**config.mk**
```make
export PLATFORM = sky130hd
export DESIGN_NAME = gpint_port
export DESIGN_NICKNAME = d
export VERILOG_FILES = /design/src/hw/gpint_pkg.sv /design/src/hw/gpint_port.sv
export SDC_FILE = /design/constraint.sdc
export NUM_CORES = 1
export LEC_CHECK = 0
export BUFFER_PORTS_ARGS = -buffer_cell sky130_fd_sc_hd__buf_2
export CORE_ASPECT_RATIO = 1.75
export CORE_MARGIN = 2
export CORE_UTILIZATION = 35
export CTS_BUF_LIST = sky130_fd_sc_hd__clkbuf_2
export CTS_CLUSTER_DIAMETER = 200
export DETAILED_ROUTE_END_ITERATION = 6
export SLEW_MARGIN = 20
export SYNTH_ARGS = -nofsm -noshare
export SYNTH_HDL_FRONTEND = slang
export SYNTH_SLANG_ARGS = --single-unit
```
**constraint.sdc**
```tcl
create_clock -name clk -period 6.46 [get_ports clk]
set_input_delay 0.323 -clock clk [delete_from_list [all_inputs] [get_ports clk]]
set_output_delay 0.323 -clock clk [all_outputs]
set_load 0.03 [all_outputs]
```
**src/hw/gpint_pkg.sv**
```systemverilog
// Purpose: Shared constants and types for the port interrupt and trigger block.
// Assumes: Eight pins per port and one port-level DMA activity source.
// Notes: Register offsets are word indices on the plain register port.
package gpint_pkg;
  localparam int NPINS = 8;
  localparam int NSRC  = 9;
  localparam int SRC_DMA_BIT = 8;

  localparam logic [3:0] OFS_TYPE_SET  = 4'h0;
  localparam logic [3:0] OFS_TYPE_GET  = 4'h1;
  localparam logic [3:0] OFS_INT_EN    = 4'h2;
  localparam logic [3:0] OFS_INT_DIS   = 4'h3;
  localparam logic [3:0] OFS_INT_CLR   = 4'h4;
  localparam logic [3:0] OFS_STATUS    = 4'h5;
  localparam logic [3:0] OFS_DMA_EN    = 4'h6;
  localparam logic [3:0] OFS_DMA_DIS   = 4'h7;
  localparam logic [3:0] OFS_DMA_STATE = 4'h8;
  localparam logic [3:0] OFS_PIN_SEL   = 4'h9;

  // Field positions in write data.
  localparam int TYPE_LSB     = 8;
  localparam int DISCRETE_BIT = 11;
  localparam int VIEW_BIT     = 0;

  localparam logic [7:0]  RST_TYPE = 8'h00;
  localparam logic [8:0]  RST_MASK = 9'h000;
  localparam logic [7:0]  RST_DMA  = 8'h00;

  typedef enum logic [2:0] {
    DET_FALL = 3'b000,
    DET_RISE = 3'b001,
    DET_BOTH = 3'b010,
    DET_LOW  = 3'b011,
    DET_HIGH = 3'b100
  } gpint_det_t;

  typedef struct packed {
    logic       wr;
    logic       rd;
    logic [3:0] addr;
    logic [31:0] wdata;
  } gpint_bus_t;
endpackage

```
**src/hw/gpint_port.sv**
```systemverilog
// Purpose: Per-port pin interrupt detection, status, masking and DMA triggers.
// Assumes: Pins are asynchronous to clk; bus is a plain strobe port.
// Notes: Type set writes use the low eight data bits as a pin mask.
//
// The register offsets and the plain strobed port were chosen for this implementation.
`timescale 1ns/10ps
module gpint_port
  import gpint_pkg::*;
(
  // Clock and reset.
  input  wire logic              clk,
  input  wire logic              rst,
  // Register port.
  input  wire gpint_bus_t        bus,
  output logic [31:0]            rdata,
  // Pins and DMA activity.
  input  wire logic [NPINS-1:0]  pin_in,
  input  wire logic              dma_done,
  // Interrupt and DMA request outputs.
  output logic                   port_irq,
  output logic [NPINS-1:0]       pin_irq,
  output logic [NPINS-1:0]       dma_req
);

  logic [NPINS-1:0] sync1_ff, sync2_ff, prev_ff;
  logic [2:0]       type_ff [NPINS];
  logic             discrete_ff;
  logic [NSRC-1:0]  raw_ff, mask_ff;
  logic [NPINS-1:0] dma_en_ff;
  logic [2:0]       sel_pin_ff;
  logic             view_ff;
  logic [NPINS-1:0] event_w;
  logic [NSRC-1:0]  nxt_raw, clr_w, masked_w;

  // The first stage is read only by the second stage.
  always_ff @(posedge clk or posedge rst) begin
    if (rst) begin
      sync1_ff <= 8'h00;
      sync2_ff <= 8'h00;
      prev_ff  <= 8'h00;
    end else begin
      sync1_ff <= pin_in;
      sync2_ff <= sync1_ff;
      prev_ff  <= sync2_ff;
    end
  end

  always_comb begin
    for (int i = 0; i < NPINS; i++) begin
      unique case (type_ff[i])
        DET_FALL: event_w[i] = prev_ff[i] & ~sync2_ff[i];
        DET_RISE: event_w[i] = ~prev_ff[i] & sync2_ff[i];
        DET_BOTH: event_w[i] = prev_ff[i] ^ sync2_ff[i];
        DET_LOW:  event_w[i] = ~sync2_ff[i];
        DET_HIGH: event_w[i] = sync2_ff[i];
        default:  event_w[i] = 1'b0;
      endcase
    end
  end

  // Type configuration applies to every pin in the mask at once.
  always_ff @(posedge clk or posedge rst) begin
    if (rst) begin
      for (int i = 0; i < NPINS; i++) type_ff[i] <= RST_TYPE[2:0];
      discrete_ff <= 1'b0;
    end else if (bus.wr && bus.addr == OFS_TYPE_SET) begin
      for (int i = 0; i < NPINS; i++) begin
        if (bus.wdata[i]) type_ff[i] <= bus.wdata[TYPE_LSB +: 3];
      end
      discrete_ff <= bus.wdata[DISCRETE_BIT];
    end
  end

  always_ff @(posedge clk or posedge rst) begin
    if (rst) begin
      sel_pin_ff <= 3'h0;
      view_ff    <= 1'b0;
    end else if (bus.wr && bus.addr == OFS_PIN_SEL) begin
      sel_pin_ff <= bus.wdata[2:0];
      view_ff    <= bus.wdata[TYPE_LSB + VIEW_BIT];
    end
  end

  always_ff @(posedge clk or posedge rst) begin
    if (rst) begin
      mask_ff <= RST_MASK;
    end else if (bus.wr && bus.addr == OFS_INT_EN) begin
      mask_ff <= mask_ff | bus.wdata[NSRC-1:0];
    end else if (bus.wr && bus.addr == OFS_INT_DIS) begin
      mask_ff <= mask_ff & ~bus.wdata[NSRC-1:0];
    end
  end

  always_ff @(posedge clk or posedge rst) begin
    if (rst) begin
      dma_en_ff <= RST_DMA;
    end else if (bus.wr && bus.addr == OFS_DMA_EN) begin
      dma_en_ff <= dma_en_ff | bus.wdata[NPINS-1:0];
    end else if (bus.wr && bus.addr == OFS_DMA_DIS) begin
      dma_en_ff <= dma_en_ff & ~bus.wdata[NPINS-1:0];
    end
  end

  // A new event in the clear cycle wins, so no event is lost.
  always_comb begin
    clr_w = (bus.wr && bus.addr == OFS_INT_CLR) ? bus.wdata[NSRC-1:0] : 9'h000;
    nxt_raw = (raw_ff & ~clr_w) | {dma_done, event_w};
  end

  always_ff @(posedge clk or posedge rst) begin
    if (rst) raw_ff <= 9'h000;
    else     raw_ff <= nxt_raw;
  end

  assign masked_w = raw_ff & mask_ff;

  always_ff @(posedge clk or posedge rst) begin
    if (rst) begin
      rdata <= 32'h0000_0000;
    end else if (bus.rd) begin
      unique case (bus.addr)
        OFS_TYPE_GET:  rdata <= {20'h00000, discrete_ff, type_ff[sel_pin_ff], 8'h00};
        OFS_INT_EN:    rdata <= {23'h000000, mask_ff};
        OFS_STATUS:    rdata <= {23'h000000, view_ff ? masked_w : raw_ff};
        OFS_DMA_STATE: rdata <= {24'h000000, dma_en_ff};
        OFS_PIN_SEL:   rdata <= {23'h000000, view_ff, 5'h00, sel_pin_ff};
        default:       rdata <= 32'h0000_0000;
      endcase
    end else begin
      rdata <= 32'h0000_0000;
    end
  end

  // Discrete mode routes pins apart; the DMA source stays on the shared line.
  assign port_irq = discrete_ff ? masked_w[SRC_DMA_BIT] : |masked_w;
  assign pin_irq  = discrete_ff ? masked_w[NPINS-1:0] : 8'h00;
  assign dma_req  = event_w & dma_en_ff;

  a_irq_masked: assert property (@(posedge clk) disable iff (rst)
    (!discrete_ff && (raw_ff & mask_ff) == 9'h000) |-> !port_irq) else $error("irq without enabled source");
  a_irq_raise: assert property (@(posedge clk) disable iff (rst)
    (!discrete_ff && |(raw_ff & mask_ff)) |-> port_irq) else $error("irq missing");
  a_clear_works: assert property (@(posedge clk) disable iff (rst)
    (bus.wr && bus.addr == OFS_INT_CLR && bus.wdata[0] && !event_w[0]) |=> !raw_ff[0]) else $error("clear failed");
  a_event_latch: assert property (@(posedge clk) disable iff (rst)
    event_w[1] |=> raw_ff[1]) else $error("event not latched");
  a_dma_off: assert property (@(posedge clk) disable iff (rst)
    !dma_en_ff[2] |-> !dma_req[2]) else $error("dma request while disabled");
  a_dma_on: assert property (@(posedge clk) disable iff (rst)
    (dma_en_ff[3] && event_w[3]) |-> dma_req[3]) else $error("dma request missing");
  a_rise_edge: assert property (@(posedge clk) disable iff (rst)
    (type_ff[4] == DET_RISE && $rose(sync2_ff[4])) |=> raw_ff[4]) else $error("rise not seen");
  a_sync_delay: assert property (@(posedge clk) disable iff (rst)
    ##2 (sync2_ff == $past(pin_in, 2))) else $error("sync depth wrong");
  a_status_view: assert property (@(posedge clk) disable iff (rst)
    (bus.rd && bus.addr == OFS_STATUS && view_ff) |=> rdata[8:0] == $past(raw_ff & mask_ff)) else $error("masked view wrong");
  a_discrete_pin: assert property (@(posedge clk) disable iff (rst)
    discrete_ff |-> pin_irq == masked_w[7:0]) else $error("discrete routing wrong");
  a_indep_irq: assert property (@(posedge clk) disable iff (rst)
    (dma_req[5] && mask_ff[5]) |=> raw_ff[5]) else $error("dma pin lost interrupt");

  // Detector checks, one pin per type so that every decode arm is watched.

  a_fall_edge: assert property (@(posedge clk) disable iff (rst)
    (type_ff[0] == DET_FALL && $fell(sync2_ff[0]))
    |=> raw_ff[0])
    else $error("fall not seen");

  a_both_edge: assert property (@(posedge clk) disable iff (rst)
    (type_ff[6] == DET_BOTH && $changed(sync2_ff[6]))
    |=> raw_ff[6])
    else $error("edge not seen");

  a_low_level: assert property (@(posedge clk) disable iff (rst)
    (type_ff[7] == DET_LOW && !sync2_ff[7])
    |=> raw_ff[7])
    else $error("low level not latched");

  a_high_level: assert property (@(posedge clk) disable iff (rst)
    (type_ff[2] == DET_HIGH && sync2_ff[2])
    |=> raw_ff[2])
    else $error("high level not latched");

  a_illegal_type: assert property (@(posedge clk) disable iff (rst)
    (type_ff[0] > 3'h4)
    |-> !event_w[0])
    else $error("event from unused type code");

  a_edge_once: assert property (@(posedge clk) disable iff (rst)
    (type_ff[3] == DET_RISE && sync2_ff[3] && prev_ff[3])
    |-> !event_w[3])
    else $error("rise seen on steady level");

  // Status latch checks: sticky bits, selective clear, and set beating clear.

  a_dma_latch: assert property (@(posedge clk) disable iff (rst)
    dma_done
    |=> raw_ff[SRC_DMA_BIT])
    else $error("dma activity not latched");

  a_dma_quiet: assert property (@(posedge clk) disable iff (rst)
    (!raw_ff[SRC_DMA_BIT] && !dma_done)
    |=> !raw_ff[SRC_DMA_BIT])
    else $error("dma status without activity");

  a_raw_hold: assert property (@(posedge clk) disable iff (rst)
    (raw_ff[1] && !(bus.wr && bus.addr == OFS_INT_CLR && bus.wdata[1]))
    |=> raw_ff[1])
    else $error("status lost without clear");

  a_clear_other: assert property (@(posedge clk) disable iff (rst)
    (raw_ff[2] && bus.wr && bus.addr == OFS_INT_CLR && !bus.wdata[2])
    |=> raw_ff[2])
    else $error("unselected source cleared");

  a_set_wins: assert property (@(posedge clk) disable iff (rst)
    (event_w[4] && bus.wr && bus.addr == OFS_INT_CLR && bus.wdata[4])
    |=> raw_ff[4])
    else $error("event lost to clear");

  // Configuration register checks.

  a_mask_set: assert property (@(posedge clk) disable iff (rst)
    (bus.wr && bus.addr == OFS_INT_EN)
    |=> (mask_ff & $past(bus.wdata[NSRC-1:0])) == $past(bus.wdata[NSRC-1:0]))
    else $error("enable not set");

  a_mask_clear: assert property (@(posedge clk) disable iff (rst)
    (bus.wr && bus.addr == OFS_INT_DIS)
    |=> (mask_ff & $past(bus.wdata[NSRC-1:0])) == 9'h000)
    else $error("enable not cleared");

  a_dma_en_set: assert property (@(posedge clk) disable iff (rst)
    (bus.wr && bus.addr == OFS_DMA_EN)
    |=> (dma_en_ff & $past(bus.wdata[NPINS-1:0])) == $past(bus.wdata[NPINS-1:0]))
    else $error("dma trigger not enabled");

  a_dma_en_clr: assert property (@(posedge clk) disable iff (rst)
    (bus.wr && bus.addr == OFS_DMA_DIS)
    |=> (dma_en_ff & $past(bus.wdata[NPINS-1:0])) == 8'h00)
    else $error("dma trigger not disabled");

  a_type_write: assert property (@(posedge clk) disable iff (rst)
    (bus.wr && bus.addr == OFS_TYPE_SET && bus.wdata[5])
    |=> type_ff[5] == $past(bus.wdata[TYPE_LSB +: 3]))
    else $error("selected pin type not written");

  a_type_keep: assert property (@(posedge clk) disable iff (rst)
    (bus.wr && bus.addr == OFS_TYPE_SET && !bus.wdata[5])
    |=> $stable(type_ff[5]))
    else $error("unselected pin type changed");

  a_discrete_set: assert property (@(posedge clk) disable iff (rst)
    (bus.wr && bus.addr == OFS_TYPE_SET)
    |=> discrete_ff == $past(bus.wdata[DISCRETE_BIT]))
    else $error("discrete flag not written");

  a_view_write: assert property (@(posedge clk) disable iff (rst)
    (bus.wr && bus.addr == OFS_PIN_SEL)
    |=> view_ff == $past(bus.wdata[TYPE_LSB + VIEW_BIT]))
    else $error("view select not written");

  // Output routing checks.

  a_shared_quiet: assert property (@(posedge clk) disable iff (rst)
    !discrete_ff
    |-> pin_irq == 8'h00)
    else $error("pin line active in shared mode");

  a_discrete_dma: assert property (@(posedge clk) disable iff (rst)
    discrete_ff
    |-> port_irq == masked_w[SRC_DMA_BIT])
    else $error("shared line wrong in discrete mode");

  a_port_or: assert property (@(posedge clk) disable iff (rst)
    !discrete_ff
    |-> port_irq == |masked_w)
    else $error("shared line not or of status");

  a_dma_no_mask: assert property (@(posedge clk) disable iff (rst)
    (event_w[1] && dma_en_ff[1] && !mask_ff[1])
    |-> dma_req[1])
    else $error("dma request tied to interrupt enable");

  // Read data checks; the answer stands only in the cycle after the strobe.

  a_rdata_idle: assert property (@(posedge clk) disable iff (rst)
    !bus.rd
    |=> rdata == 32'h0000_0000)
    else $error("read data without read");

  a_rdata_wo: assert property (@(posedge clk) disable iff (rst)
    (bus.rd && bus.addr == OFS_INT_CLR)
    |=> rdata == 32'h0000_0000)
    else $error("write-only offset read back");

  a_status_raw: assert property (@(posedge clk) disable iff (rst)
    (bus.rd && bus.addr == OFS_STATUS && !view_ff)
    |=> rdata[8:0] == $past(raw_ff))
    else $error("raw view wrong");

  a_type_read: assert property (@(posedge clk) disable iff (rst)
    (bus.rd && bus.addr == OFS_TYPE_GET)
    |=> rdata[TYPE_LSB +: 3] == $past(type_ff[sel_pin_ff]))
    else $error("type read wrong");

  a_type_read_disc: assert property (@(posedge clk) disable iff (rst)
    (bus.rd && bus.addr == OFS_TYPE_GET)
    |=> rdata[DISCRETE_BIT] == $past(discrete_ff))
    else $error("discrete read wrong");

  a_mask_read: assert property (@(posedge clk) disable iff (rst)
    (bus.rd && bus.addr == OFS_INT_EN)
    |=> rdata[8:0] == $past(mask_ff))
    else $error("enable read wrong");

  a_dma_read: assert property (@(posedge clk) disable iff (rst)
    (bus.rd && bus.addr == OFS_DMA_STATE)
    |=> rdata[7:0] == $past(dma_en_ff))
    else $error("dma enable read wrong");

  a_pinsel_read: assert property (@(posedge clk) disable iff (rst)
    (bus.rd && bus.addr == OFS_PIN_SEL)
    |=> rdata[2:0] == $past(sel_pin_ff))
    else $error("pin select read wrong");

endmodule // gpint_port

```
---- Word-level counts from Yosys, hierarchy flattened ----
Cells that the tools add are included.
storage, ports and cells
  output and inout bits ................... 49
  word-level logic and storage cells ...... 160
  register bits after elaboration ......... 111
operators by class
  equal/unequal tests ..................... 41
  muxes and demuxes ....................... 21
  reductions and logical operators ........ 27
  bitwise gates (word level) .............. 52
  magnitude comparators ................... 1
operators with widths
  operator                                       number
  one-hot mux 12 bit (5 select lines)            1
  == test 3 x 2 -> 1 bit, second input constant  16
  one-hot mux 1 bit (5 select lines)             8
  2-to-1 mux 9 bit                               4
  2-to-1 mux 32 bit                              1
  bitwise AND 9 bit                              3
  == test 3 x 1 -> 1 bit, second input constant  8
  == test 3 bit, second input constant           8
  zero test 3 bit                                8
  2-to-1 mux 8 bit                               3
  inverter 9 bit                                 2
  bitwise OR 9 bit                               2
  bitwise AND 1 bit                              16
  bitwise AND 8 bit                              2
  == test 4 x 3 -> 1 bit, second input constant  4
  inverter 1 bit                                 16
  AND reduction 2 bit                            8
  binary-select mux 3 bit (select 3 bit)         1
  OR reduction 9 bit                             1
  == test 4 x 2 -> 1 bit, second input constant  2
  == test 4 bit, second input constant           2
  inverter 8 bit                                 1
  bitwise OR 8 bit                               1
  bitwise XOR 1 bit                              8
  other kinds (8)                                16

---- Longest topological paths before layout ----
Gate-level depths: netlist (run 1).
  depth in word-level cells ............... 6
  gate-level depth with buffers ........... 6

---- Worst setup path after synthesis (run 1) ----
OpenSTA, ideal clock, no wires.
  kind .................................... register to output
  from .................................... reg sync2_ff[7]
  to ...................................... out dma_req[7]
  cell stages (with the launch flop) ...... 7
  data required time ...................... 6.137 ns
  path slack .............................. 4.495 ns
  arrival ................................. 1.642 ns
  path buffers ............................ 0
  cells stage by stage .................... dfrtp_1 -> inv_1 -> ha_1 -> inv_1 -> mux4_2 -> mux2_2 -> and2_1
on the way
  word-level cells in the longest chain between the ends .. 4
  elaborated cells between the ends (all ways) .. 6
  those cells by class .................... mux (1); bitwise (5)
RTL lines
  item                                    RTL line                            text
  start: declaration                      gpint_port.sv:25                    logic [NPINS-1:0] sync1_ff, sync2_ff, prev_ff;
  start signal: assignment                gpint_port.sv:43                    sync2_ff <= sync1_ff;
  inverter 1 bit                          gpint_port.sv:51, gpint_port.sv:54
  bitwise AND 1 bit                       gpint_port.sv:51                    DET_FALL: event_w[i] = prev_ff[i] & ~sync2_ff[i];
  one-hot mux 1 bit (5 select lines) (*)  gpint_port.sv:50                    unique case (type_ff[i])
  bitwise AND 8 bit (*)                   gpint_port.sv:137                   assign dma_req = event_w & dma_en_ff;
  end: declaration                        gpint_port.sv:22                    output logic [NPINS-1:0] dma_req
Every way passes the cells marked *; elsewhere a longest branch is shown, timed or not.

---- Worst setup path after layout (run 1) ----
  from .................................... reg sync2_ff[3]
  to ...................................... out dma_req[3]
Same word-level chain as after synthesis.

==> metrics.md, run 1 <==
| Metric | Value |
|---|---|
| Final worst-path cycle share | `0.431` |
| Post-layout util | `0.408` |
| Synthesized area per cell | `~12 um^2` |
| Clk sinks | `around 90` |
| Htree depth | `3` |
| Hold path start | `bus[6]` |
| Dpl cell area | `about 5000 um^2` |
| DRC | `0` |
| Average wire per standard cell | `about 16 um` |
| Largest net degree at the start of global routing | `between 50 and 60` |
| Rel. slew slack | `0.326` |
| Syn Std Cell Area | `4490 um^2` |
| # Post-CTS Setup Buffers | `0` |
| Setup TNS | `0 ns` |
| Clk slew on worst S/H paths | `around 0.24 ns` |
| Tot Pwr | `approximately 1.3 mW` |
| Num rows | `54` |
| Clock Path Buffers | `2` |
| CP max stage cell | `dfrtp_1` |
| R2R Setup Slk | `4.73 ns` |
| Hold-fix buffers at CTS | `13` |
| HP Class | `in -> reg` |
| First-pass GRT wire length | `roughly 17 mm` |
| Total number of vias | `about 3100` |
| Root Driver | `clkbuf_2` |
| Max Fanout on Critical Path | `5` |
| CP Class | `reg -> out` |
| IO Pins | `98` |
| Clk_lat worst skew | `0.55 ns` |
| Outcome | `completed` |
| Final setup vio count | `0` |
| WP depth | `6` |
| Setup Skew | `around 0.019 ns` |
| WL final | `about 10 mm` |
| Post-route ant nets | `0` |
| Leakage power | `~2.4 nW` |
| Final Max Slew Viols | `0` |
| Post-synthesis sequential area ratio | `0.507` |
| Fmax | `around 360 MHz` |
| Gr usage total | `0.162` |
| Die area | `13800 um^2` |
| R2r endpoint | `raw_ff[7]` |
| DR pass1 iterations | `4` |
| Crit path time final | `between 2 and 3 ns` |
| Delay of the slowest cell on the worst path | `between 0.4 and 0.5 ns` |
| Core ar. | `around 12000 um^2` |
| CP bufs+invs | `2` |
| Worst path top cell family by delay | `flip-flops` |
| CTS tree | `built` |
| TritonCTS Buffers | `9` |
| Hold path depth | `3` |
| Maximum vdd drop | `approximately 0.074 mV` |
| Power density over the cells | `approximately 250 nW/um^2` |
| Initial antenna violation count | `1` |
| Port-buffer cells | `57` |
| Final-stage net count | `520` |
| Design Area, Final | `slightly above 5000 um^2` |
| Vias in the first global route | `approximately 3200` |
| Layout area overhead | `13.4%` |
| Tightest Pin Transition | `1.01 ns` |
| Req. time, crit path | `6.14 ns` |
| Via density | `~4.9` |
| Die Width | `around 90 um` |
| RSZ-0062 raised after global routing | `no` |
| GR Overflow Total | `0` |
| Reg2reg start | `sync2_ff[7]` |
| Cells after Synth | `385` |
| Post-synthesis register bit count | `91` |
| DPL Wire Length | `~7.6 mm` |
| Post-synth ARST share | `1.00` |
| Gp weighted congestion | `a little under 0.8` |
| Worst setup path endpoint | `dma_req[3]` |
| Worst setup path startpoint | `sync2_ff[3]` |
| Critical Path End Type | `output pin` |
| CP Cell Sequence | `inv_1 > ha_1 > mux4_2 > o32ai_1 > and2_1 > buf_2` |
| CTS-repair resized insts | `0` |
| Post-synth EDFFs | `0` |
| CP arrival | `2.46 ns` |
| Ys flop type | `dfrtp_1` |
| Die height | `around 150 um` |
| Syn. warnings | `0` |
| Share of post-route cells with drive strength above 1 | `0.280` |
| CP Launch Type | `flip-flop` |
| Max cap viols | `0` |
| DRT iter0 DRCs | `around 110` |
| Starting Density | `0.359` |
| Hold Fails Final Rpt | `0` |
| Reg2Reg Depth | `6` |
| Distinct cells, synth | `42` |
[layout make-up]
class                           count  area (um^2)
Clock inverter                      6         32.5
Clock buffer                       10         50.0
Sequential cell                    91         2280
Tap cell                          168          210
Inverter                           33          125
Multi-Input combinational cell    247         1950
Antenna cell                        1         2.50
Fill cell                        1235         7410
Timing Repair Buffer               73          443
[worst min-delay path: stages]
cell and delay [ns]:
buf_2 0.13, nand2_1 0.07, o21ai_0 0.07
[per-layer routing]
layer	track usage	vias to the layer above	wire [um]
met5	0	-	0
met4	0.0817	0	231
met3	0.0333	13	405
met2	0.283	84	5690
met1	0.178	1524	3910
li1	-	1460	-
[power breakdown]
part,switching [mW],internal (mW)
Sequential,0.0943,0.640
Clock,0.191,0.0481
Combinational,0.157,0.147
[cells in the final DEF (no fill, tap or decap), drive strengths merged, types with 9 or more instances in the layout]
master	Yosys	routed
inv	33	32
dlygate4sd3	0	15
mux2	30	30
ha	16	16
and2	9	9
and3	9	9
mux4	14	14
a21o	13	13
o21ai	16	16
buf	24	58
nand2	58	58
clkbuf	9	10
conb	1	20
dfrtp	91	91
[logic make-up after synthesis]
logic type | count (synthesis) | synth area share
fa+ha+maj | 16 | 0.0446
other cells | 1 | 0.000835
simple gates | 102 | 0.120
flops | 91 | 0.507
compound gates | 62 | 0.101
mux | 47 | 0.152
buf+inv | 66 | 0.0741
[worst min path at each step]
stage / end
after global placement: sync2_ff[3]
after detailed placement: sync2_ff[6]
after CTS: flip-flop
final: flip-flop
after global routing: rdata[11]
after floorplan: sync2_ff[0]
[cell usage after synthesis (2+ instances only)]
master | instances | area [um^2]
buf_4 | 20 | 150
clkbuf_1 | 9 | 33.8
nand2_1 | 56 | 210
o21ai_0 | 16 | 80.1
and2_1 | 9 | 56.3
buf_2 | 2 | 10.0
a221oi_1 | 5 | 43.8
nand2_2 | 2 | 12.5
a32oi_1 | 2 | 17.5
mux2i_1 | 3 | 30.0
inv_1 | 33 | 124
dfrtp_1 | 91 | 2280
a222oi_1 | 3 | 30.0
a21oi_1 | 4 | 20.0
mux2_2 | 30 | 338
nor3b_1 | 2 | 15.0
a22oi_1 | 2 | 15.0
nor4b_2 | 2 | 30.0
nand2b_1 | 5 | 31.3
a32o_1 | 3 | 30.0
and3_1 | 9 | 56.3
o32ai_1 | 7 | 61.3
and4bb_2 | 2 | 25.0
ha_1 | 16 | 200
nor2_1 | 8 | 30.0
a21o_1 | 13 | 97.6
mux4_2 | 14 | 315
a31oi_1 | 3 | 18.8
[stage by stage]
step	hold slack (ns)	cells	worst slack, ns
after floorplan	0.331	404	3.77
after global placement	0.333	597	4.29
after detailed placement	0.337	597	4.28
after CTS	0.000436	626	3.63
after global routing	0.00510	629	3.52
final	0.0469	629	3.68
Note: power is estimated with default switching activity, not from simulation.
==> inputs of run 2 (changes only) <==
==> constraint.sdc (replaced) <==
create_clock -name clk -period 2.7 [get_ports clk]
set_input_delay 0.135 -clock clk [delete_from_list [all_inputs] [get_ports clk]]
set_output_delay 0.135 -clock clk [all_outputs]
set_load 0.03 [all_outputs]
==> run 2 against run 1 <==
Non-clock buffer count is 19 higher; combinational power grew to 2.5 times the previous value; worst setup slack worse by 3.5 ns; sequential power is 140% higher; first-iteration DRC count is 5.6% lower; critical endpoint is now dma_req[7]; utilization is 2.2 points higher; hold slack worse by 0.0092 ns; cell count is 3.0% higher; critical path type unchanged; register-to-register slack worse by 3.8 ns.
==> metrics.md, run 2 (synthesis gave the netlist of run 1 again) <==
| Metric | Value |
|---|---|
| Htree depth | `3 (unchanged)` |
| Critical Path End Type | `output pin` |
| Power density over the cells | `615 nW/um^2 (+150%)` |
| CP Launch Type | `flip-flop` |
| Hold Path Sink | `rdata[10]` |
| Final setup vio count | `0 (unchanged)` |
| DRC | `0 (unchanged)` |
| Setup Skew | `0.0434 ns (+0.0241 ns)` |
| Gr usage total | `0.162 (about the same)` |
| Port-buffer cells | `57 (unchanged)` |
| DR pass1 iterations | `4 (unchanged)` |
| Root Driver | `clkbuf_2` |
| Leakage power | `2.53 nW (+5.3%)` |
| Flop pwr share | `0.534 (-0.041)` |
| GR Overflow Total | `0 (unchanged)` |
| Req. time, crit path | `2.57 ns (-3.57 ns)` |
| Clk slew on worst S/H paths | `0.26 ns (+0.02 ns)` |
| Layout area overhead | `19.6%` |
| Psw | `1.08 mW (+140%)` |
| Total number of vias | `3243 (+5.3%)` |
| Max Fanout on Critical Path | `3 (-2)` |
| Share of post-route cells with drive strength above 1 | `0.294 (+0.0139)` |
| Hold path start | `bus[34]` |
| First-pass GRT wire length | `16.7 mm (-0.54%)` |
| Num rows | `54 (unchanged)` |
| CTS tree | `built` |
| Core ar. | `12500 um^2 (unchanged)` |
| R2R Setup Slk | `0.95 ns (-3.78 ns)` |
| Starting Density | `0.359 (unchanged)` |
| Largest net degree at the start of global routing | `61 (+3.4%)` |
| Layout filler cell count | `1203 (-2.6%)` |
| Int Pwr | `2.22 mW (+170%)` |
| Placed Instances | `600 (+0.50%)` |
| Clock Path Buffers | `2 (unchanged)` |
| Reg2Reg Depth | `6 (unchanged)` |
| Post-route ant nets | `0 (unchanged)` |
| Fin cells | `648 (+3.0%)` |
| Via density | `5.00 (+2.2%)` |
| TritonCTS Buffers | `9 (unchanged)` |
| Final worst-path cycle share | `0.942` |
| Clk_lat worst skew | `0.58 ns (+0.03 ns)` |
| Maximum vdd drop | `0.188 mV (+150%)` |
| Initial antenna violation count | `1 (unchanged)` |
| Most frequent cells in the layout | `90 x dfrtp_1, 56 x nand2_1, 55 x buf_2, 32 x inv_1, 30 x mux2_2` |
| Min Hold Slack | `0.0376 ns (-0.00925 ns)` |
| Crit path time final | `around 2.5 ns` |
| DRT iter0 DRCs | `101 (-5.6%)` |
| Clk sinks | `91 (unchanged)` |
| Tightest Pin Transition | `0.777 ns (-0.231 ns)` |
| Rel. slew slack | `0.481 (+0.155)` |
| Vias in the first global route | `3252 (+1.8%)` |
| RSZ-0062 raised after global routing | `no` |
| Final Max Slew Viols | `0 (unchanged)` |
| Comb pwr share | `0.232 (-0.006)` |
| Die area | `13800 um^2 (unchanged)` |
| Gp weighted congestion | `0.810 (+2.3%)` |
| Commonest non-fill, non-tap cell in the layout | `dfrtp_1` |
| CP arrival | `2.41 ns (-0.05 ns)` |
| CP Class | `reg -> out` |
| Die Width | `89.6 um (unchanged)` |
| Average wire per standard cell | `16.2 um (-0.63%)` |
| Reg2reg start | `sync2_ff[7]` |
| DPL Wire Length | `7.68 mm (+0.70%)` |
| Setup TNS | `0 ns (unchanged)` |
| Final-stage net count | `539 (+3.7%)` |
| HP Class | `in -> reg` |
| Switching fraction of total power | `0.328 (-0.0188)` |
| Max cap viols | `0 (unchanged)` |
| IO Pins | `98 (unchanged)` |
| Die height | `154 um (unchanged)` |
| Hold Fails Final Rpt | `0 (unchanged)` |
| Clock Power Share | `0.234 (+0.047)` |
| Post-layout util | `0.430 (+0.0221)` |
| Outcome | `completed` |
| WL final | `10.5 mm (+2.4%)` |
| Fmax | `393 MHz` |
| R2r endpoint | `raw_ff[7]` |
| Hold path depth | `4 (+1)` |
-- run 2: changes by cell type in the layout (fill, tap and decap cells not counted), sizes merged --
| cell | previous run | this run |
|---|---|---|
| buf | 58 | 63 |
| inv | 32 | 33 |
| clkinv | 5 | 3 |
| clkbuf | 10 | 13 |
| dlygate4sd3 | 15 | 27 |
| clkinvlp | 2 | 0 |
| bufinv | 0 | 2 |
-- run 2: routing by layer --
layer,track usage,part of all wire,vias up
met5,0,0,-
met4,0.0846,0.035,0
met3,0.0317,0.040,25
met2,0.285,0.56,102
met1,0.176,0.37,1626
li1,-,-,1490
-- run 2: area by class of cell --
cell class | instances | area, um^2 | area share
multi-input cells | 247 | 1990 | 0.370
well taps | 168 | 210 | 0.0391
repair buffers | 92 | 633 | 0.118
diodes | 1 | 2.50 | 0.000466
inverters | 33 | 126 | 0.0235
flip-flops and latches | 91 | 2280 | 0.424
clock inverters | 5 | 77.6 | 0.0144
clock buffers | 11 | 55.1 | 0.0103
-- run 2: through the flow --
step,instance area (um^2),setup slack [ns],power (mW)
3_5_place_dp,4890,0.702,2.51
2_1_floorplan,4560,0.201,2.28
6_report,5370,0.155,3.31
4_1_cts,5300,0.0250,3.31
5_1_grt,5370,0.00109,3.49
3_3_place_gp,4890,0.716,2.48
-- run 2: how the worst max path moves through the flow --
stage	start	end	slack [ns]	cells after the start
after CTS	sync2_ff[3]	dma_req[3]	0.03	6
after global routing	sync2_ff[5]	dma_req[5]	0.001	6
final	sync2_ff[7]	dma_req[7]	0.16	7
after global placement	sync2_ff[3]	dma_req[3]	0.72	6
after floorplan	rst	async pin	0.20	1
after detailed placement	sync2_ff[3]	dma_req[3]	0.70	6
-- run 2: worst max-delay path, stage by stage, from the launching register on --
cell     delay [ns]
dfrtp_1        0.41
inv_1          0.07
ha_1           0.27
inv_1          0.03
mux4_2         0.43
mux2_2         0.28
and2_1         0.17
buf_2          0.17
-- run 2: power by group through the flow --
stage               clock network, mW  registers [mW]  logic (mW)
floorplan                           0            1.68       0.599
global placement                    0            1.78       0.704
CTS                             0.795            1.76       0.753
global route                    0.855            1.80       0.839
finish                          0.774            1.76       0.767
detailed placement                  0            1.78       0.722
-- run 2: what timing repair did --
item	4_1_cts	5_1_grt
gates resized for setup	0	7
hold endpoints to repair	134	0
hold buffers	27	0
endpoints found under the setup margin	0	5
buffers inserted	0	4
==> inputs of run 3 (changes only) <==
--- a/config.mk
+++ b/config.mk
@@ -8,7 +8,7 @@
 export BUFFER_PORTS_ARGS = -buffer_cell sky130_fd_sc_hd__buf_2
 export CORE_ASPECT_RATIO = 1.75
 export CORE_MARGIN = 2
-export CORE_UTILIZATION = 35
+export CORE_UTILIZATION = 30
 export CTS_BUF_LIST = sky130_fd_sc_hd__clkbuf_2
 export CTS_CLUSTER_DIAMETER = 200
 export DETAILED_ROUTE_END_ITERATION = 6
==> run 3 against run 2 <==
Fmax is 0.60% lower; sequential power about the same; global-route usage down 2.0 points; highest routed layer unchanged; die area increased by 16%; hold slack better by 0.016 ns.
==> metrics.md, run 3 (synthesis gave the netlist of run 1 again) <==
| Metric | Value |
|---|---|
| Outcome | `completed` |
| Worst path top cell family by delay | `multiplexers` |
| Num rows | `59 (+9.3%)` |
| Clk slew on worst S/H paths | `0.24 ns (-0.02 ns)` |
| CP max stage cell | `dfrtp_1` |
| DPL Wire Length | `7.98 mm (+4.0%)` |
| Switching fraction of total power | `0.320 (-0.00719)` |
| Root Driver | `clkbuf_2` |
| Fin cells | `663 (+2.3%)` |
| Comb pwr share | `0.223 (-0.009)` |
| Share of post-route cells with drive strength above 1 | `0.294 (unchanged)` |
| Average wire per standard cell | `16.1 um (-0.58%)` |
| Die area | `16000 um^2 (+16%)` |
| WL final | `10.7 mm (+1.7%)` |
| Crit path time final | `2.56 ns (+0.0154 ns)` |
| Placed Instances | `615 (+2.5%)` |
| RSZ-0062 raised after global routing | `no` |
| HP Class | `in -> reg` |
| Fmax | `391 MHz (-0.60%)` |
| Psw | `1.09 mW (+0.44%)` |
| Delay of the slowest cell on the worst path | `0.44 ns (about the same)` |
| Starting Density | `0.304 (-0.0551)` |
| Grt peak-use layer | `met2` |
| Port-buffer cells | `57 (unchanged)` |
| Die height | `166 um (+7.8%)` |
| Most frequent cells in the layout | `90 x dfrtp_1, 56 x nand2_1, 55 x buf_2, 31 x inv_1, 30 x mux2_2` |
| Hold Fails Final Rpt | `0 (unchanged)` |
| Via density | `4.90 (-2.0%)` |
| Clock Path Buffers | `2 (unchanged)` |
| Final Max Slew Viols | `0 (unchanged)` |
| TritonCTS Buffers | `9 (unchanged)` |
| GR Overflow Total | `0 (unchanged)` |
| Tightest Pin Transition | `0.772 ns (-0.00477 ns)` |
| Setup TNS | `0 ns (unchanged)` |
| DR pass1 iterations | `4 (unchanged)` |
| First-pass GRT wire length | `17.3 mm (+3.8%)` |
| Gr usage total | `0.142 (-0.0195)` |
| Htree depth | `3 (unchanged)` |
| Vias in the first global route | `3297 (+1.4%)` |
| Layout filler cell count | `1476 (+23%)` |
| Flop pwr share | `0.518 (-0.016)` |
| Final setup vio count | `0 (unchanged)` |
| Commonest non-fill, non-tap cell in the layout | `dfrtp_1` |
| Met2 Track Usage GR | `0.250 (-0.0351)` |
| IO Pins | `98 (unchanged)` |
| Max cap viols | `0 (unchanged)` |
| Leakage power | `2.53 nW (about the same)` |
| Critical Path End Type | `output pin` |
| Die Width | `96.5 um (+7.7%)` |
| Max Fanout on Critical Path | `3 (unchanged)` |
| Layout area overhead | `20.1%` |
| Int Pwr | `2.31 mW (+3.8%)` |
| Largest net degree at the start of global routing | `56 (-8.2%)` |
| Met1 Use GR | `0.156 (-0.0194)` |
| Core ar. | `14800 um^2 (+18%)` |
| DRT iter0 DRCs | `179 (+77%)` |
| CP Class | `reg -> out` |
| CTS tree | `built` |
| Total number of vias | `3252 (+0.28%)` |
| Clk_lat worst skew | `0.56 ns (-0.02 ns)` |
| Met3 GRT Util | `0.0250 (-0.00671)` |
| Rel. slew slack | `0.484 (+0.00318)` |
| CP Cell Sequence | `inv_2 > ha_1 > inv_1 > mux4_2 > mux2_2 > and2_1 > clkbuf_4` |
| Setup Skew | `0.0245 ns (-0.0189 ns)` |
| Power density over the cells | `629 nW/um^2 (+2.2%)` |
| Tot Pwr | `3.39 mW (+2.7%)` |
| Clock Power Share | `0.259 (+0.025)` |
| Post-route ant nets | `0 (unchanged)` |
| Final worst-path cycle share | `0.948 (+0.00569)` |
| DRC | `0 (unchanged)` |
| Final-stage net count | `539 (unchanged)` |
| CP arrival | `2.42 ns (about the same)` |
| Clk sinks | `91 (unchanged)` |
| CP Launch Type | `flip-flop` |
| Initial antenna violation count | `1 (unchanged)` |
| CP bufs+invs | `3 (unchanged)` |
| Req. time, crit path | `2.57 ns (about the same)` |
| Gp weighted congestion | `0.877 (+8.2%)` |
| Maximum vdd drop | `0.227 mV (+21%)` |
run 3: timing repair:
item                                   in CTS  in global routing
resized for setup                           0                  5
setup buffers                               0                  4
endpoints found under the hold margin     127                  0
hold buffers                               27                  0
setup endpoints to repair                   0                  5
run 3: final timing paths:
kind                                   from           to  slack (ns)  cells after the start
min in group asynchronous               rst  sync1_ff[5]        0.16                      3
worst max register to register  sync2_ff[7]    raw_ff[7]        0.97                      6
worst min-delay path                bus[34]    rdata[10]        0.05                      4
worst max-delay path            sync2_ff[7]   dma_req[7]        0.14                      7
max in group asynchronous               rst  type_ff[17]        1.83                      4
worst min register to register  sync1_ff[3]  sync2_ff[3]        0.38                      0
run 3: power by group through the flow:
| stage | Combinational [mW] | Sequential, mW | Clock, mW |
|---|---|---|---|
| after global routing | 0.828 | 1.79 | 0.965 |
| after global placement | 0.708 | 1.78 | 0 |
| after CTS | 0.754 | 1.76 | 0.911 |
| final | 0.755 | 1.76 | 0.879 |
| after floorplan | 0.599 | 1.68 | 0 |
| after detailed placement | 0.724 | 1.78 | 0 |
run 3: stage by stage:
step / hold WS (ns) / cell area [um^2] / util / setup slack (ns)
floorplan: 0.166 / 4560 / - / 0.201
finish: 0.0531 / 5390 / 0.365 / 0.140
global route: 0.0322 / 5390 / 0.365 / 0.00440
global placement: 0.246 / 4910 / 0.333 / 0.710
detailed placement: 0.244 / 4910 / 0.333 / 0.683
CTS: 0.0156 / 5350 / 0.362 / 0.0261
run 3: cell type report:
class / count / area, um^2 / share of cell area
Tap cell: 183 / 229 / 0.0424
Clock inverter: 6 / 114 / 0.0211
Inverter: 33 / 126 / 0.0234
Antenna cell: 1 / 2.50 / 0.000464
Timing Repair Buffer: 92 / 633 / 0.117
Sequential cell: 91 / 2280 / 0.422
Clock buffer: 10 / 50.0 / 0.00928
Multi-Input combinational cell: 247 / 1960 / 0.363
run 3: worst register-to-register path: stages (launching register included):
cell and delay [ns]:
dfrtp_1 0.44, inv_2 0.06, ha_1 0.28, inv_1 0.03, mux4_2 0.43, mux2_2 0.29
a21o_1 0.16
run 3: per-layer routing:
metal  vias up  routed length (um)  part of all wire
met5         -                   0                 0
met4         0                 384             0.036
met3        25                 468             0.044
met2       107                5930              0.56
met1      1625                3880              0.36
li1       1495                   -                 -
